--- src/rtl/smt_map.svh ---
`ifndef SMT_MAP_SVH
`define SMT_MAP_SVH

// ----------------------------------------
// address byte layout
// ----------------------------------------
`define SMT_TYPE_MSB     7
`define SMT_TYPE_LSB     4
`define SMT_PAGE_MSB     3
`define SMT_PAGE_LSB     1
`define SMT_RW_BIT       0
// arbitrary device-type value, set per product
`define SMT_TYPE_CODE    4'h6
`define SMT_RW_READ      1'h1

// ----------------------------------------
// sizes and reset values
// ----------------------------------------
`define SMT_ADDR_W       11
`define SMT_DATA_W       8
`define SMT_BIT_LAST     3'h7
`define SMT_ADDR_RST     11'h000
`define SMT_ADDR_TOP     11'h7FF

`endif

--- src/rtl/smt_pkg.sv ---
package smt_pkg;

   typedef enum logic [2:0]
   {
      SMT_IDLE  = 3'b000,
      SMT_DEV   = 3'b001,
      SMT_WORD  = 3'b010,
      SMT_WDATA = 3'b011,
      SMT_RDATA = 3'b100,
      SMT_ACKO  = 3'b101,
      SMT_ACKI  = 3'b110
   } smt_state_t;

   typedef struct packed
   {
      smt_state_t  st;
      smt_state_t  after;
      logic        scl_d;
      logic        sda_d;
      logic [2:0]  bitn;
      logic [7:0]  shreg;
      logic [10:0] addr;
      logic        is_read;
      logic        sda_oe;
      logic        mem_we;
      logic [10:0] mem_addr;
      logic [7:0]  mem_wdata;
      logic        rd_phase;
   } smt_regs_t;

endpackage : smt_pkg

--- src/rtl/smt_target.sv ---
`include "smt_map.svh"
// Functional notes
// - rising data while clock high is stop
// - stop abandons transfer, back to idle
// - falling data while clock high restarts
// - data stable while clock is high
// - receiver pulls low in ninth clock
// - high in acknowledge slot ends transfer
// - first byte is address, type must match
// - bits three to one select page
// - bit zero one means read
// - write second byte loads low address
// - read keeps low latch, takes page
// - address increments before acknowledge slot
// - top location wraps to zero
// - no limit on bytes per transfer
// - read sends byte, samples acknowledge
// - write takes byte, drives acknowledge
// - most significant bit first
// - target only, never drives clock
// - sample on rise, change on fall
// - protect input refuses data, holds address
// - commit after eighth bit, abort earlier
module smt_target
   import smt_pkg::*;
#(
   parameter logic [3:0] TYPE_CODE = `SMT_TYPE_CODE
)
(
   // clock and reset
   input  wire logic        sys_clk_i,
   input  wire logic        resetn_i,
   input  wire logic        clk_en_i,
   // two-wire bus pins and write protect
   input  wire logic        scl_i,
   input  wire logic        sda_i,
   output logic             sda_o,
   output logic             sda_oe_o,
   input  wire logic        wp_i,
   // memory array port
   output logic             mem_we_o,
   output logic [10:0]      mem_addr_o,
   output logic [7:0]       mem_wdata_o,
   input  wire logic [7:0]  mem_rdata_i
);

   smt_regs_t r_reg;
   smt_regs_t r_next;

   // ----------------------------------------
   // helpers
   // ----------------------------------------
   function automatic logic [10:0] smt_inc(input logic [10:0] a);
      // natural wrap of the 11-bit counter
      smt_inc = (a == `SMT_ADDR_TOP) ? `SMT_ADDR_RST : a + 11'h001;
   endfunction : smt_inc

   logic scl_rise;
   logic scl_fall;
   logic start_c;
   logic stop_c;

   always_comb
   begin
      scl_rise = scl_i & ~r_reg.scl_d;
      scl_fall = ~scl_i & r_reg.scl_d;
      start_c  = scl_i & r_reg.scl_d & r_reg.sda_d & ~sda_i;
      stop_c   = scl_i & r_reg.scl_d & ~r_reg.sda_d & sda_i;
   end

   // ----------------------------------------
   // next state
   // ----------------------------------------
   always_comb
   begin
      r_next        = r_reg;
      r_next.scl_d  = scl_i;
      r_next.sda_d  = sda_i;
      r_next.mem_we = 1'b0;
      // array port follows the latch one cycle late, write strobe included
      r_next.mem_addr = r_reg.addr;
      if (start_c)
      begin
         // abandon anything and wait for the address byte
         r_next.st       = SMT_DEV;
         r_next.bitn     = 3'h0;
         r_next.sda_oe   = 1'b0;
         r_next.rd_phase = 1'b0;
      end
      else if (stop_c)
      begin
         r_next.st       = SMT_IDLE;
         r_next.sda_oe   = 1'b0;
         r_next.rd_phase = 1'b0;
      end
      else
      begin
         case (r_reg.st)
            SMT_IDLE:
            begin
               r_next.sda_oe = 1'b0;
            end
            SMT_DEV, SMT_WORD, SMT_WDATA:
            begin
               if (scl_rise)
               begin
                  r_next.shreg = {r_reg.shreg[6:0], sda_i};
                  r_next.bitn  = r_reg.bitn + 3'h1;
                  if (r_reg.bitn == `SMT_BIT_LAST)
                  begin
                     r_next.st = SMT_ACKO;
                     if (r_reg.st == SMT_DEV)
                     begin
                        if (r_reg.shreg[6:3] != TYPE_CODE)
                        begin
                           r_next.st = SMT_IDLE;
                        end
                        else
                        begin
                           r_next.addr[10:8] = r_reg.shreg[2:0];
                           r_next.is_read    = sda_i;
                           r_next.after      = sda_i ? SMT_RDATA : SMT_WORD;
                        end
                     end
                     else if (r_reg.st == SMT_WORD)
                     begin
                        r_next.addr[7:0] = {r_reg.shreg[6:0], sda_i};
                        r_next.after     = SMT_WDATA;
                     end
                     else if (wp_i)
                     begin
                        // protected: no ack, counter held
                        r_next.after = SMT_IDLE;
                     end
                     else
                     begin
                        r_next.mem_we    = 1'b1;
                        r_next.mem_addr  = r_reg.addr;
                        r_next.mem_wdata = {r_reg.shreg[6:0], sda_i};
                        r_next.addr      = smt_inc(r_reg.addr);
                        r_next.after     = SMT_WDATA;
                     end
                  end
               end
            end
            SMT_ACKO:
            begin
               // drive ack low from the fall after bit eight
               if (scl_fall)
               begin
                  if (r_reg.rd_phase)
                  begin
                     r_next.rd_phase = 1'b0;
                     r_next.sda_oe   = 1'b0;
                     r_next.st       = r_reg.after;
                     r_next.bitn     = 3'h0;
                     if (r_reg.after == SMT_RDATA)
                     begin
                        r_next.shreg  = mem_rdata_i;
                        r_next.sda_oe = ~mem_rdata_i[7];
                        r_next.bitn   = 3'h1;
                     end
                  end
                  else
                  begin
                     r_next.rd_phase = 1'b1;
                     r_next.sda_oe   = (r_reg.after != SMT_IDLE);
                  end
               end
            end
            SMT_RDATA:
            begin
               if (scl_fall)
               begin
                  if (r_reg.bitn == 3'h0)
                  begin
                     // byte out, release for controller ack
                     r_next.sda_oe = 1'b0;
                     r_next.addr   = smt_inc(r_reg.addr);
                     r_next.st     = SMT_ACKI;
                  end
                  else
                  begin
                     r_next.sda_oe = ~r_reg.shreg[3'h7 - r_reg.bitn];
                     r_next.bitn   = r_reg.bitn + 3'h1;
                  end
               end
            end
            SMT_ACKI:
            begin
               if (scl_rise)
               begin
                  r_next.rd_phase = ~sda_i;
               end
               if (scl_fall)
               begin
                  if (r_reg.rd_phase)
                  begin
                     r_next.shreg  = mem_rdata_i;
                     r_next.sda_oe = ~mem_rdata_i[7];
                     r_next.bitn   = 3'h1;
                     r_next.st     = SMT_RDATA;
                  end
                  else
                  begin
                     r_next.st = SMT_IDLE;
                  end
                  r_next.rd_phase = 1'b0;
               end
            end
            default:
            begin
               r_next.st = SMT_IDLE;
            end
         endcase
      end
   end

   // ----------------------------------------
   // state register
   // ----------------------------------------
   always_ff @(posedge sys_clk_i or negedge resetn_i)
   begin
      if (!resetn_i)
      begin
         r_reg           <= '0;
         r_reg.st        <= SMT_IDLE;
         r_reg.after     <= SMT_IDLE;
         r_reg.scl_d     <= 1'b1;
         r_reg.sda_d     <= 1'b1;
         r_reg.addr      <= `SMT_ADDR_RST;
      end
      else if (clk_en_i)
      begin
         r_reg <= r_next;
      end
   end

   // open drain: only ever pulls low, clock never driven
   assign sda_o       = 1'b0;
   assign sda_oe_o    = r_reg.sda_oe;
   assign mem_we_o    = r_reg.mem_we;
   assign mem_addr_o  = r_reg.mem_addr;
   assign mem_wdata_o = r_reg.mem_wdata;

endmodule : smt_target

--- config.mk ---
export PLATFORM = sky130hd
export DESIGN_NAME = smt_target
export DESIGN_NICKNAME = d
export VERILOG_FILES = /design/src/rtl/smt_pkg.sv /design/src/rtl/smt_target.sv
export VERILOG_INCLUDE_DIRS = /design/src /design/src/rtl
export SDC_FILE = /design/constraint.sdc
export NUM_CORES = 1
export LEC_CHECK = 0
export ABC_AREA = 1
export ABC_CLOCK_PERIOD_IN_PS = 2100
export BUFFER_PORTS_ARGS = -buffer_cell sky130_fd_sc_hd__buf_2
export CAP_MARGIN = 30
export CORE_ASPECT_RATIO = 1.4
export CORE_MARGIN = 3
export CORE_UTILIZATION = 40
export DETAILED_ROUTE_END_ITERATION = 10
export MAX_ROUTING_LAYER = met4
export RECOVER_POWER = 25
export SYNTH_ARGS = -nofsm -noshare
export SYNTH_HDL_FRONTEND = slang
export SYNTH_SLANG_ARGS = --single-unit
--- constraint.sdc ---
create_clock -name sys_clk_i -period 2.1 [get_ports sys_clk_i]
set_clock_uncertainty 0.05 [all_clocks]
set_input_delay 0.63 -clock sys_clk_i [delete_from_list [all_inputs] [get_ports sys_clk_i]]
set_output_delay 0.63 -clock sys_clk_i [all_outputs]
set_load 0.005 [all_outputs]
* After elaboration in Yosys (flattened, before gate mapping)
Index checks and enable logic that the tools add are counted.
Widths: inputs -> output; s select.
** Cells by class
- Div/mod/pow operators :: 0
- Equality and inequality tests :: 43
- Multiply operators :: 0
- Reductions and logical operators :: 19
- Shifts and indexed selects :: 0
- Magnitude comparators :: 1
- Muxes and demuxes :: 71
- Add/subtract/negate cells :: 3
- Bitwise operators :: 19
** Operators by type and width (count)
- $mux 20 :: 8
- $mux 11 :: 8
- $mux 3 :: 20
- $mux 23 :: 2
- $ne 3x3->1 const B :: 12
- $ne 4x4->1 const B :: 8
- $reduce_and 10->1 :: 3
- $ne 2x2->1 const B :: 12
- $pmux 8 s3 :: 1
- $pmux 11 s2 :: 1
- $mux 1 :: 19
- $reduce_and 9->1 :: 2
- $mux 8 :: 2
- $eq 3x3->1 const B :: 5
- $pmux 3 s5 :: 1
- $mux 12 :: 1
- $mux 6 :: 2
- $not 1->1 :: 12
- $pmux 3 s4 :: 1
- $add 11x1->11 const B :: 1
- $eq 11x11->1 const B :: 1
- $reduce_and 11->1 :: 1
- $mux 9 :: 1
- $reduce_and 8->1 :: 1
- 22 further kinds :: 31
** Word-level totals
- RAM bits :: 0
- Bits in registers :: 53
- Latch bits :: 0
- Output and inout port bits :: 22
- Word-level logic and storage cells :: 170
- Memories kept :: 0
- Bits of input ports :: 14
- Memory bits (read-only) :: 0

* Depth between registers and ports, before layout
Gate-level depths: netlist (run 1).
- Depth after elaboration :: 10
- Gate-level depth with buffers :: 12
- Gate-level depth less buffers :: 12

* Least setup slack after synthesis (run 1)
Ideal clock, no wire load.
- Kind :: input to register
- Start :: input port scl_i
- End :: register r_reg (netlist bit mem_wdata_o[5])
- Path buffers :: 1
- Required time :: 1.932 ns
- Cell stages on the path :: 8
- Setup slack :: 0.178 ns
- Library setup time :: 0.118 ns
- Data arrival time :: 1.754 ns
- Cells stage by stage :: ha_1 -> nand3_1 -> nand3_1 -> nor3_2 -> nand2_2 -> buf_6 -> nand2_1 -> o21ai_2
** On the way
- Cells in the longest elaborated chain, start to end :: 5
- Elaborated cells on any way between the ends :: 9
- Classes of those cells :: 8 x bitwise; 1 x reduce/logical
** RTL lines
- start, declared :: line smt_target.sv:35 : input wire logic scl_i,
- $and 1x1->1 :: line smt_target.sv:67, smt_target.sv:68
- $and 1x1->1 (on tied branches) (2 in a row) :: line smt_target.sv:68, smt_target.sv:67
- $not 1->1 (no source line)
- $reduce_and 9->1 (no source line) *
- end signal, assigned :: line smt_target.sv:235 : r_reg <= r_next;
- end, declared :: line smt_target.sv:47 : smt_regs_t r_reg;
Mark *: on every way between the ends. The rest lies on a longest branch, timed or not.
A chain may end at the register's enable or synchronous reset.

* Worst setup path in the final report (run 1)
- Start :: register r_reg[42] (netlist name)
- End :: register r_reg[29] (netlist name)
** On the way
- Cells in the longest elaborated chain, start to end :: 3
- Elaborated cells on any way between the ends :: 5
- Classes of those cells :: 3 x eq/ne; 2 x reduce/logical
** RTL lines
- $eq 3x3->1 (no source line) or $logic_not 3->1 (tied branches)
- $ne 2x2->1 (no source line)
- $reduce_and 10->1 (no source line) *
Marked as above.

==> results of run 1 <==
-- layer usage --
layer / vias to the layer above / global-route usage [%] / part of all wire, %
met2: 52 / 35.2 / 53
li1: 1627 / - / -
met4: 0 / 8.45 / 3.3
met5: - / - / 0
met1: 1444 / 21.6 / 41
met3: 21 / 2.70 / 2.6
-- kinds of logic (layout without fill, tap and decap cells) --
| logic type | count (synthesis) | in the layout | share of synthesized area (%) |
|---|---|---|---|
| AOI/OAI and AO/OA | 58 | 58 | 9.37 |
| xor gates and xnor gates | 5 | 5 | 1.27 |
| adders and majority gates | 7 | 7 | 2.53 |
| buffers and inverters | 77 | 111 | 11.2 |
| DFF | 52 | 52 | 37.7 |
| other | 1 | 1 | 0.108 |
| and+or+nand+nor | 298 | 298 | 37.8 |
-- power by group through the flow --
stage	Sequential [mW]	Combinational, mW	Clock, mW
after CTS	1.08	0.377	0.988
after global placement	1.10	0.372	0
after global routing	1.08	0.425	1.02
final	1.08	0.366	0.956
after detailed placement	1.10	0.375	0
after floorplan	1.08	0.234	0
-- cells in the final DEF (no fill, tap or decap), types with 2 or more instances in the layout --
| cell type | instances |
|---|---|
| a21oi_1 | 7 |
| buf_12 | 3 |
| buf_2 | 34 |
| buf_4 | 17 |
| clkbuf_16 | 5 |
| dfrtp_1 | 50 |
| dfstp_2 | 2 |
| ha_1 | 7 |
| inv_1 | 42 |
| inv_2 | 6 |
| nand2_1 | 184 |
| nand2_2 | 6 |
| nand2_4 | 2 |
| nand3_1 | 54 |
| nand3_2 | 2 |
| nand3_4 | 2 |
| nand4_1 | 4 |
| nor2_1 | 36 |
| nor2_2 | 2 |
| o21ai_0 | 39 |
| o21ai_1 | 2 |
| o21ai_2 | 8 |
| xor2_1 | 4 |
-- cell type report --
type,instances,area [sq um],area share [%]
multi-input combinational,369,1770,45.1
sequential,52,1300,33.3
timing repair buffer,55,363,9.28
inverter,48,180,4.61
tap,102,128,3.26
clock buffer,5,125,3.20
clock inverter,3,46.3,1.18
-- worst max-delay path, delay by kind of cell (launching register included) --
kind / cells / cell delay (ps)
AOI/OAI and AO/OA: 1 / 190
adders and majority gates: 2 / 450
buffers and inverters: 3 / 280
DFF: 1 / 470
and+or+nand+nor: 5 / 370
-- stage by stage --
step	std cells	power, mW
finish	634	2.40
global route	634	2.53
CTS	634	2.44
detailed placement	626	1.47
global placement	626	1.47
floorplan	498	1.32
-- worst max-delay path by stage --
stage	startpoint	to	slack, ps	depth (start not counted)
after global routing	r_reg[42]	r_reg[28]	20	11
after CTS	r_reg[42]	r_reg[28]	190	11
after floorplan	scl_i	mem_wdata_o[5]	180	8
after global placement	scl_i	r_reg[28]	20	11
final	r_reg[42]	r_reg[29]	200	11
after detailed placement	scl_i	mem_wdata_o[5]	4	9
==> summary.md, run 1 <==
| Metric | Value |
|---|---|
| Total global-route track usage | 19.6% |
| Reg2reg start | r_reg[42] |
| Largest net degree at the start of global routing | 53 |
| Number of global-route vias before repair | 3210 |
| Worst slack at placement | 3.88 ps |
| Synth top area share | 36.2% |
| Synth async-reset ratio | 100% |
| RSZ-0062 raised after global routing | no |
| Power per cell area | 614 nW/um^2 |
| Post-synthesis sequential area ratio | 37.7% |
| Largest area contributor in the netlist | dfrtp_1 |
| Max Cap Viol | 0 |
| CTS root buffer | clkbuf_16 |
| WHS | 418 ps |
| Flop-to-flop setup slack | 200 ps |
| Min-Delay Endpoint | mem_addr_o[5] |
| Drt first pass iters | 4 |
| IO buf count | 34 |
| DIE HEIGHT | 116 um |
| Hold Fails Final Rpt | 0 |
| Max reg flops | 31 |
| Slew @ Worst Pin | 1300 ps |
| Part of the power in the clock network | 39.8% |
| Cell Chain, Critical Path | ha_1 > ha_1 > nand2_1 > inv_1 > o21ai_1 > inv_1 > nand2_1 > nor2_4 > buf_12 > nand3_1 > nand2_1 |
| Worst setup margin | 195 ps |
| Fin nets | 552 |
| Top-count cell post-synth | nand2_1 |
| Clk sinks | 52 |
| Die Wd | 84.6 um |
| Worst R2R Path Depth | 11 |
| Leak | 2.18 nW |
| Critical path capture point type | flop |
| Starting Density | 41.7% |
| Max_slew headroom | 13.6% |
| Std-Cell Core Area | 8300 sq um |
| CTS Buffer Depth | 2 |
| H-Tree Level Count | 2 |
| Maximum clock frequency | 525 MHz |
| DP Wirelength | 6.87 mm |
| Vias | 3144 |
| Clk_lat worst skew | 290 ps |
| Post-synth EDFFs | 0 |
| Share of cells above drive strength 1 | 18.0% |
| Routed Wire Length | 8.63 mm |
| Drt wl/cell | 13.6 um |
| Crit path max fanout | 8 |
| Slew Limit Fails | 0 |
| Initial antenna violation count | 0 |
| Logic gate share of total power | 15.3% |
| Status | completed |
| Net Sw Frac | 27.8% |
| FF+latch count, synth | 52 |
| Crit path time final | 1900 ps |
| Global-route wire length before repair | 15.0 mm |
| Period utilisation layout | 90.7% |
| Commonest cells post-synth | 184 x nand2_1, 54 x nand3_1, 50 x dfrtp_1 |
| Fillers | 873 |
| Finished layout cell area | 3910 sq um |
| Routed Antenna Nets | 0 |
| Clk pin slew, worst setup/hold paths | 70 ps |
| Post-CTS Setup Repair Bufs | 0 |
| # hold bufs at CTS | 0 |
| # rows | 39 |
| Hold Path Class | reg2reg |
| CTS tree | done |
| Hold Startpoint | mem_addr_o[5] |
| Int Power | 1.73 mW |
| Io pins | 36 |
| WP data required | 2230 ps |
| Avg Cell Area, Syn | 6.94 sq um |
| Net Sw Power | 0.667 mW |
| Setup crit start kind | flop |
| Critical path arrival | 2040 ps |
| CP max stage delay | 470 ps |
| CP dominant cell by count | nand2_1 |
| GPL Wtd Cong | 0.952 |
| Syn. warnings | 0 |
| Die area | 9810 sq um |
| Initial DRC count | 135 |
| FF-to-FF End | r_reg[29] |
| Synth area leaders | dfrtp_1 36%, nand2_1 20%, nand3_1 7.8% |
| Area after DPL | 3750 sq um |
| Cell count after synthesis | 498 |
| Final setup fails | 0 |
| Hold-critical path depth | 2 |
| Post-Syn Area | 3460 sq um |
| Max VDD drop | 0.000282 V |
| ANT cells | 0 |
| Critical path class | reg2reg |
| Flop pwr share | 44.9% |
| CTS Buf Count | 5 |
| Syn Nets | 519 |
| Setup TNS after final layout | 0 ps |
| Drc violations | 0 |
| Post-synthesis cell type count | 33 |
| Area Growth Syn to Fin | 13.1% |
| Grt total ovfl | 0 |
| Post-cts sizing count | 0 |
| Top_reg_cell synth | dfrtp_1 |
| Number of vias per cell | 4.96 |
| CP max-delay cell | dfrtp_1 |
| Final Core Density | 47.1% |
No activity file was read; power rests on OpenSTA's default activity.
==> run 2: changes to the inputs <==
--- a/config.mk
+++ b/config.mk
@@ -6,7 +6,6 @@
 export SDC_FILE = /design/constraint.sdc
 export NUM_CORES = 1
 export LEC_CHECK = 0
-export ABC_AREA = 1
 export ABC_CLOCK_PERIOD_IN_PS = 2100
 export BUFFER_PORTS_ARGS = -buffer_cell sky130_fd_sc_hd__buf_2
 export CAP_MARGIN = 30
@@ -16,6 +15,7 @@
 export DETAILED_ROUTE_END_ITERATION = 10
 export MAX_ROUTING_LAYER = met4
 export RECOVER_POWER = 25
+export SETUP_SLACK_MARGIN = 0.3
 export SYNTH_ARGS = -nofsm -noshare
 export SYNTH_HDL_FRONTEND = slang
 export SYNTH_SLANG_ARGS = --single-unit
==> run 2 against run 1 <==
Effect of this change: critical path depth decreased by 5; sequential power increased by 40%; via count decreased by 3.8%; final cell count decreased by 18%; core utilization increased by 6.5 points; register-to-register slack got worse by 90 ps; hold slack improved by 3.1 ps; die area decreased by 1.6%; maximum frequency decreased by 4.7%; combinational power increased to 5.6 times the previous value; sequential cell count unchanged.
==> summary.md, run 2 <==
| Metric | Value |
|---|---|
| Total global-route track usage | 20.8% |
| FF+latch count, synth | 52 |
| IO buf count | 34 |
| CTS Buffer Depth | 2 |
| Drt first pass iters | 4 |
| Leak | 2.04 nW |
| CP Launch Point | r_reg[46] |
| Flop-to-flop setup slack | 100 ps |
| Clk pin slew, worst setup/hold paths | 70 ps |
| Cell count after synthesis | 350 |
| Crit path max fanout | 15 |
| Std-Cell Core Area | 8200 sq um |
| Post-synthesis sequential area ratio | 38.4% |
| Fin nets | 441 |
| Clk_lat worst skew | 300 ps |
| Crit path to | r_reg[29] |
| Max reg flops | 31 |
| Multi-input logic area | 2040 sq um |
| Synth top area share | 36.8% |
| Grt met1 use | 23.2% |
| Reg area | 1310 sq um |
| Fillers | 748 |
| Drc violations | 0 |
| FF-to-FF End | r_reg[29] |
| Area Growth Syn to Fin | 29.5% |
| Initial antenna violation count | 0 |
| Die Wd | 83.9 um |
| Met2 usage | 36.9% |
| Max Cap Viol | 0 |
| Number of global-route vias before repair | 2987 |
| Global-route wire length before repair | 15.4 mm |
| Post-Syn Area | 3400 sq um |
| CTS tree | done |
| Critical path class | reg2reg |
| DIE HEIGHT | 115 um |
| Post-synthesis cell type count | 70 |
| Worst setup margin | 101 ps |
| Power per cell area | 1000 nW/um^2 |
| GRT Max-Usage Layer | met2 |
| Setup crit start kind | flop |
| Avg Cell Area, Syn | 9.71 sq um |
| Synth async-reset ratio | 100% |
| Commonest cells post-synth | 50 x dfrtp_1, 29 x mux2_2, 26 x o21ai_0 |
| Max VDD drop | 0.000470 V |
| Vias | 3023 |
| Clk sinks | 52 |
| Hold Path Class | in2async |
| Slew @ Worst Pin | 999 ps |
| Routed Antenna Nets | 0 |
| Syn Nets | 371 |
| Critical path capture point type | flop |
| # hold bufs at CTS | 0 |
| Top-count cell post-synth | dfrtp_1 |
| Reg2reg start | r_reg[46] |
| Most common cell after layout, fill and taps aside | buf_4 |
| DP Wirelength | 7.27 mm |
| Initial DRC count | 118 |
| Share of cells above drive strength 1 | 45.8% |
| Maximum clock frequency | 500 MHz |
| Slew Limit Fails | 0 |
| Number of vias per cell | 5.78 |
| Status | completed |
| Largest net degree at the start of global routing | 37 |
| ANT cells | 0 |
| Commonest non-fill, non-tap cells in the layout | 61 x buf_4, 48 x dfrtp_1, 32 x buf_2, 23 x o21ai_0 |
| Post-synth EDFFs | 0 |
| Final setup fails | 0 |
| Starting Density | 41.5% |
| GPL Wtd Cong | 0.901 |
| CTS Buf Count | 5 |
| Top_reg_cell synth | dfrtp_1 |
| RSZ-0062 raised after global routing | yes |
| Routed Wire Length | 9.60 mm |
| Grt total ovfl | 0 |
| Critical path arrival | 2130 ps |
| Period utilisation layout | 95.2% |
| Crit path time final | 2000 ps |
| Io pins | 36 |
| Met3 GRT Util | 2.72% |
| Syn. warnings | 0 |
| CTS root buffer | clkbuf_16 |
| Die area | 9650 sq um |
| Drt wl/cell | 18.3 um |
| Max_slew headroom | 33.4% |
| WP data required | 2240 ps |
| Synth area leaders | dfrtp_1 37%, mux2_2 9.6%, buf_4 4.6% |
| Worst R2R Path Depth | 6 |
| Hold Fails Final Rpt | 0 |
| H-Tree Level Count | 2 |
| Worst slack at placement | -343 ps |
| Final Core Density | 53.7% |
| # rows | 39 |
| Largest area contributor in the netlist | dfrtp_1 |
-- run 2: final cells by class --
type / instances / share of cell area [%]
clock inverters: 3 / 0.626
flip-flops and latches: 52 / 29.7
clock buffers: 5 / 2.84
repair buffers: 100 / 16.0
well taps: 102 / 2.90
multi-input cells: 246 / 46.4
inverters: 15 / 1.56
-- run 2: what timing repair did --
item / 4_1_cts / 5_1_grt
endpoints found under the setup margin: 37 / 38
gates resized for setup: 29 / 20
pin swaps: 7 / 6
buffers inserted: 3 / 4
-- run 2: how the worst min path moves through the flow --
| stage | end | cells past startpoint | slack, ps | startpoint |
|---|---|---|---|---|
| after detailed placement | mem_we_o | 2 | 420 | mem_we_o |
| after CTS | mem_addr_o[9] | 1 | 240 | resetn_i |
| after global placement | mem_we_o | 2 | 430 | mem_we_o |
| after global routing | mem_addr_o[6] | 1 | 460 | mem_addr_o[6] |
| after floorplan | mem_addr_o[0] | 0 | 280 | resetn_i |
| final | mem_addr_o[9] | 1 | 420 | resetn_i |
-- run 2: worst max-delay path, cell delays in order (launching register included) --
cell	delay, ps
dfstp_2	560
ha_4	160
and3b_1	180
a32oi_2	60
or3b_4	410
buf_12	160
o32a_4	300
-- run 2: power by group --
part	internal [mW]	switching (mW)
sequential	1.24	0.267
clock	0.453	0.405
combinational	1.00	1.04
total	2.69	1.71
-- run 2: cells by family (layout without fill, tap and decap cells) --
| kind of cell | count (synthesis) | count (layout) | share of synthesized area, % |
|---|---|---|---|
| compound gates | 109 | 109 | 23.4 |
| mux | 32 | 32 | 11.2 |
| simple gates | 95 | 95 | 14.6 |
| other cells | 1 | 1 | 0.110 |
| xor+xnor | 2 | 2 | 0.737 |
| buf+inv | 52 | 123 | 8.98 |
| flops | 52 | 52 | 38.4 |
| fa+ha+maj | 7 | 7 | 2.58 |
-- run 2: metrics by stage --
step           area (sq um)  instances  power, mW  hold WS [ps]  setup TNS, ps
2_1_floorplan          3500        350       2.67           284          -33.6
3_3_place_gp           4010        508       3.37           427          -7450
3_5_place_dp           4010        508       3.40           423          -8150
4_1_cts                4300        519       4.37           236              0
5_1_grt                4400        523       4.67           464              0
6_report               4400        523       4.40           421              0
-- run 2: routing by layer --
layer	vias up	wire length, um
met1	1507	3810
li1	1413	-
met4	0	333
met3	31	298
met2	72	5150
met5	-	0
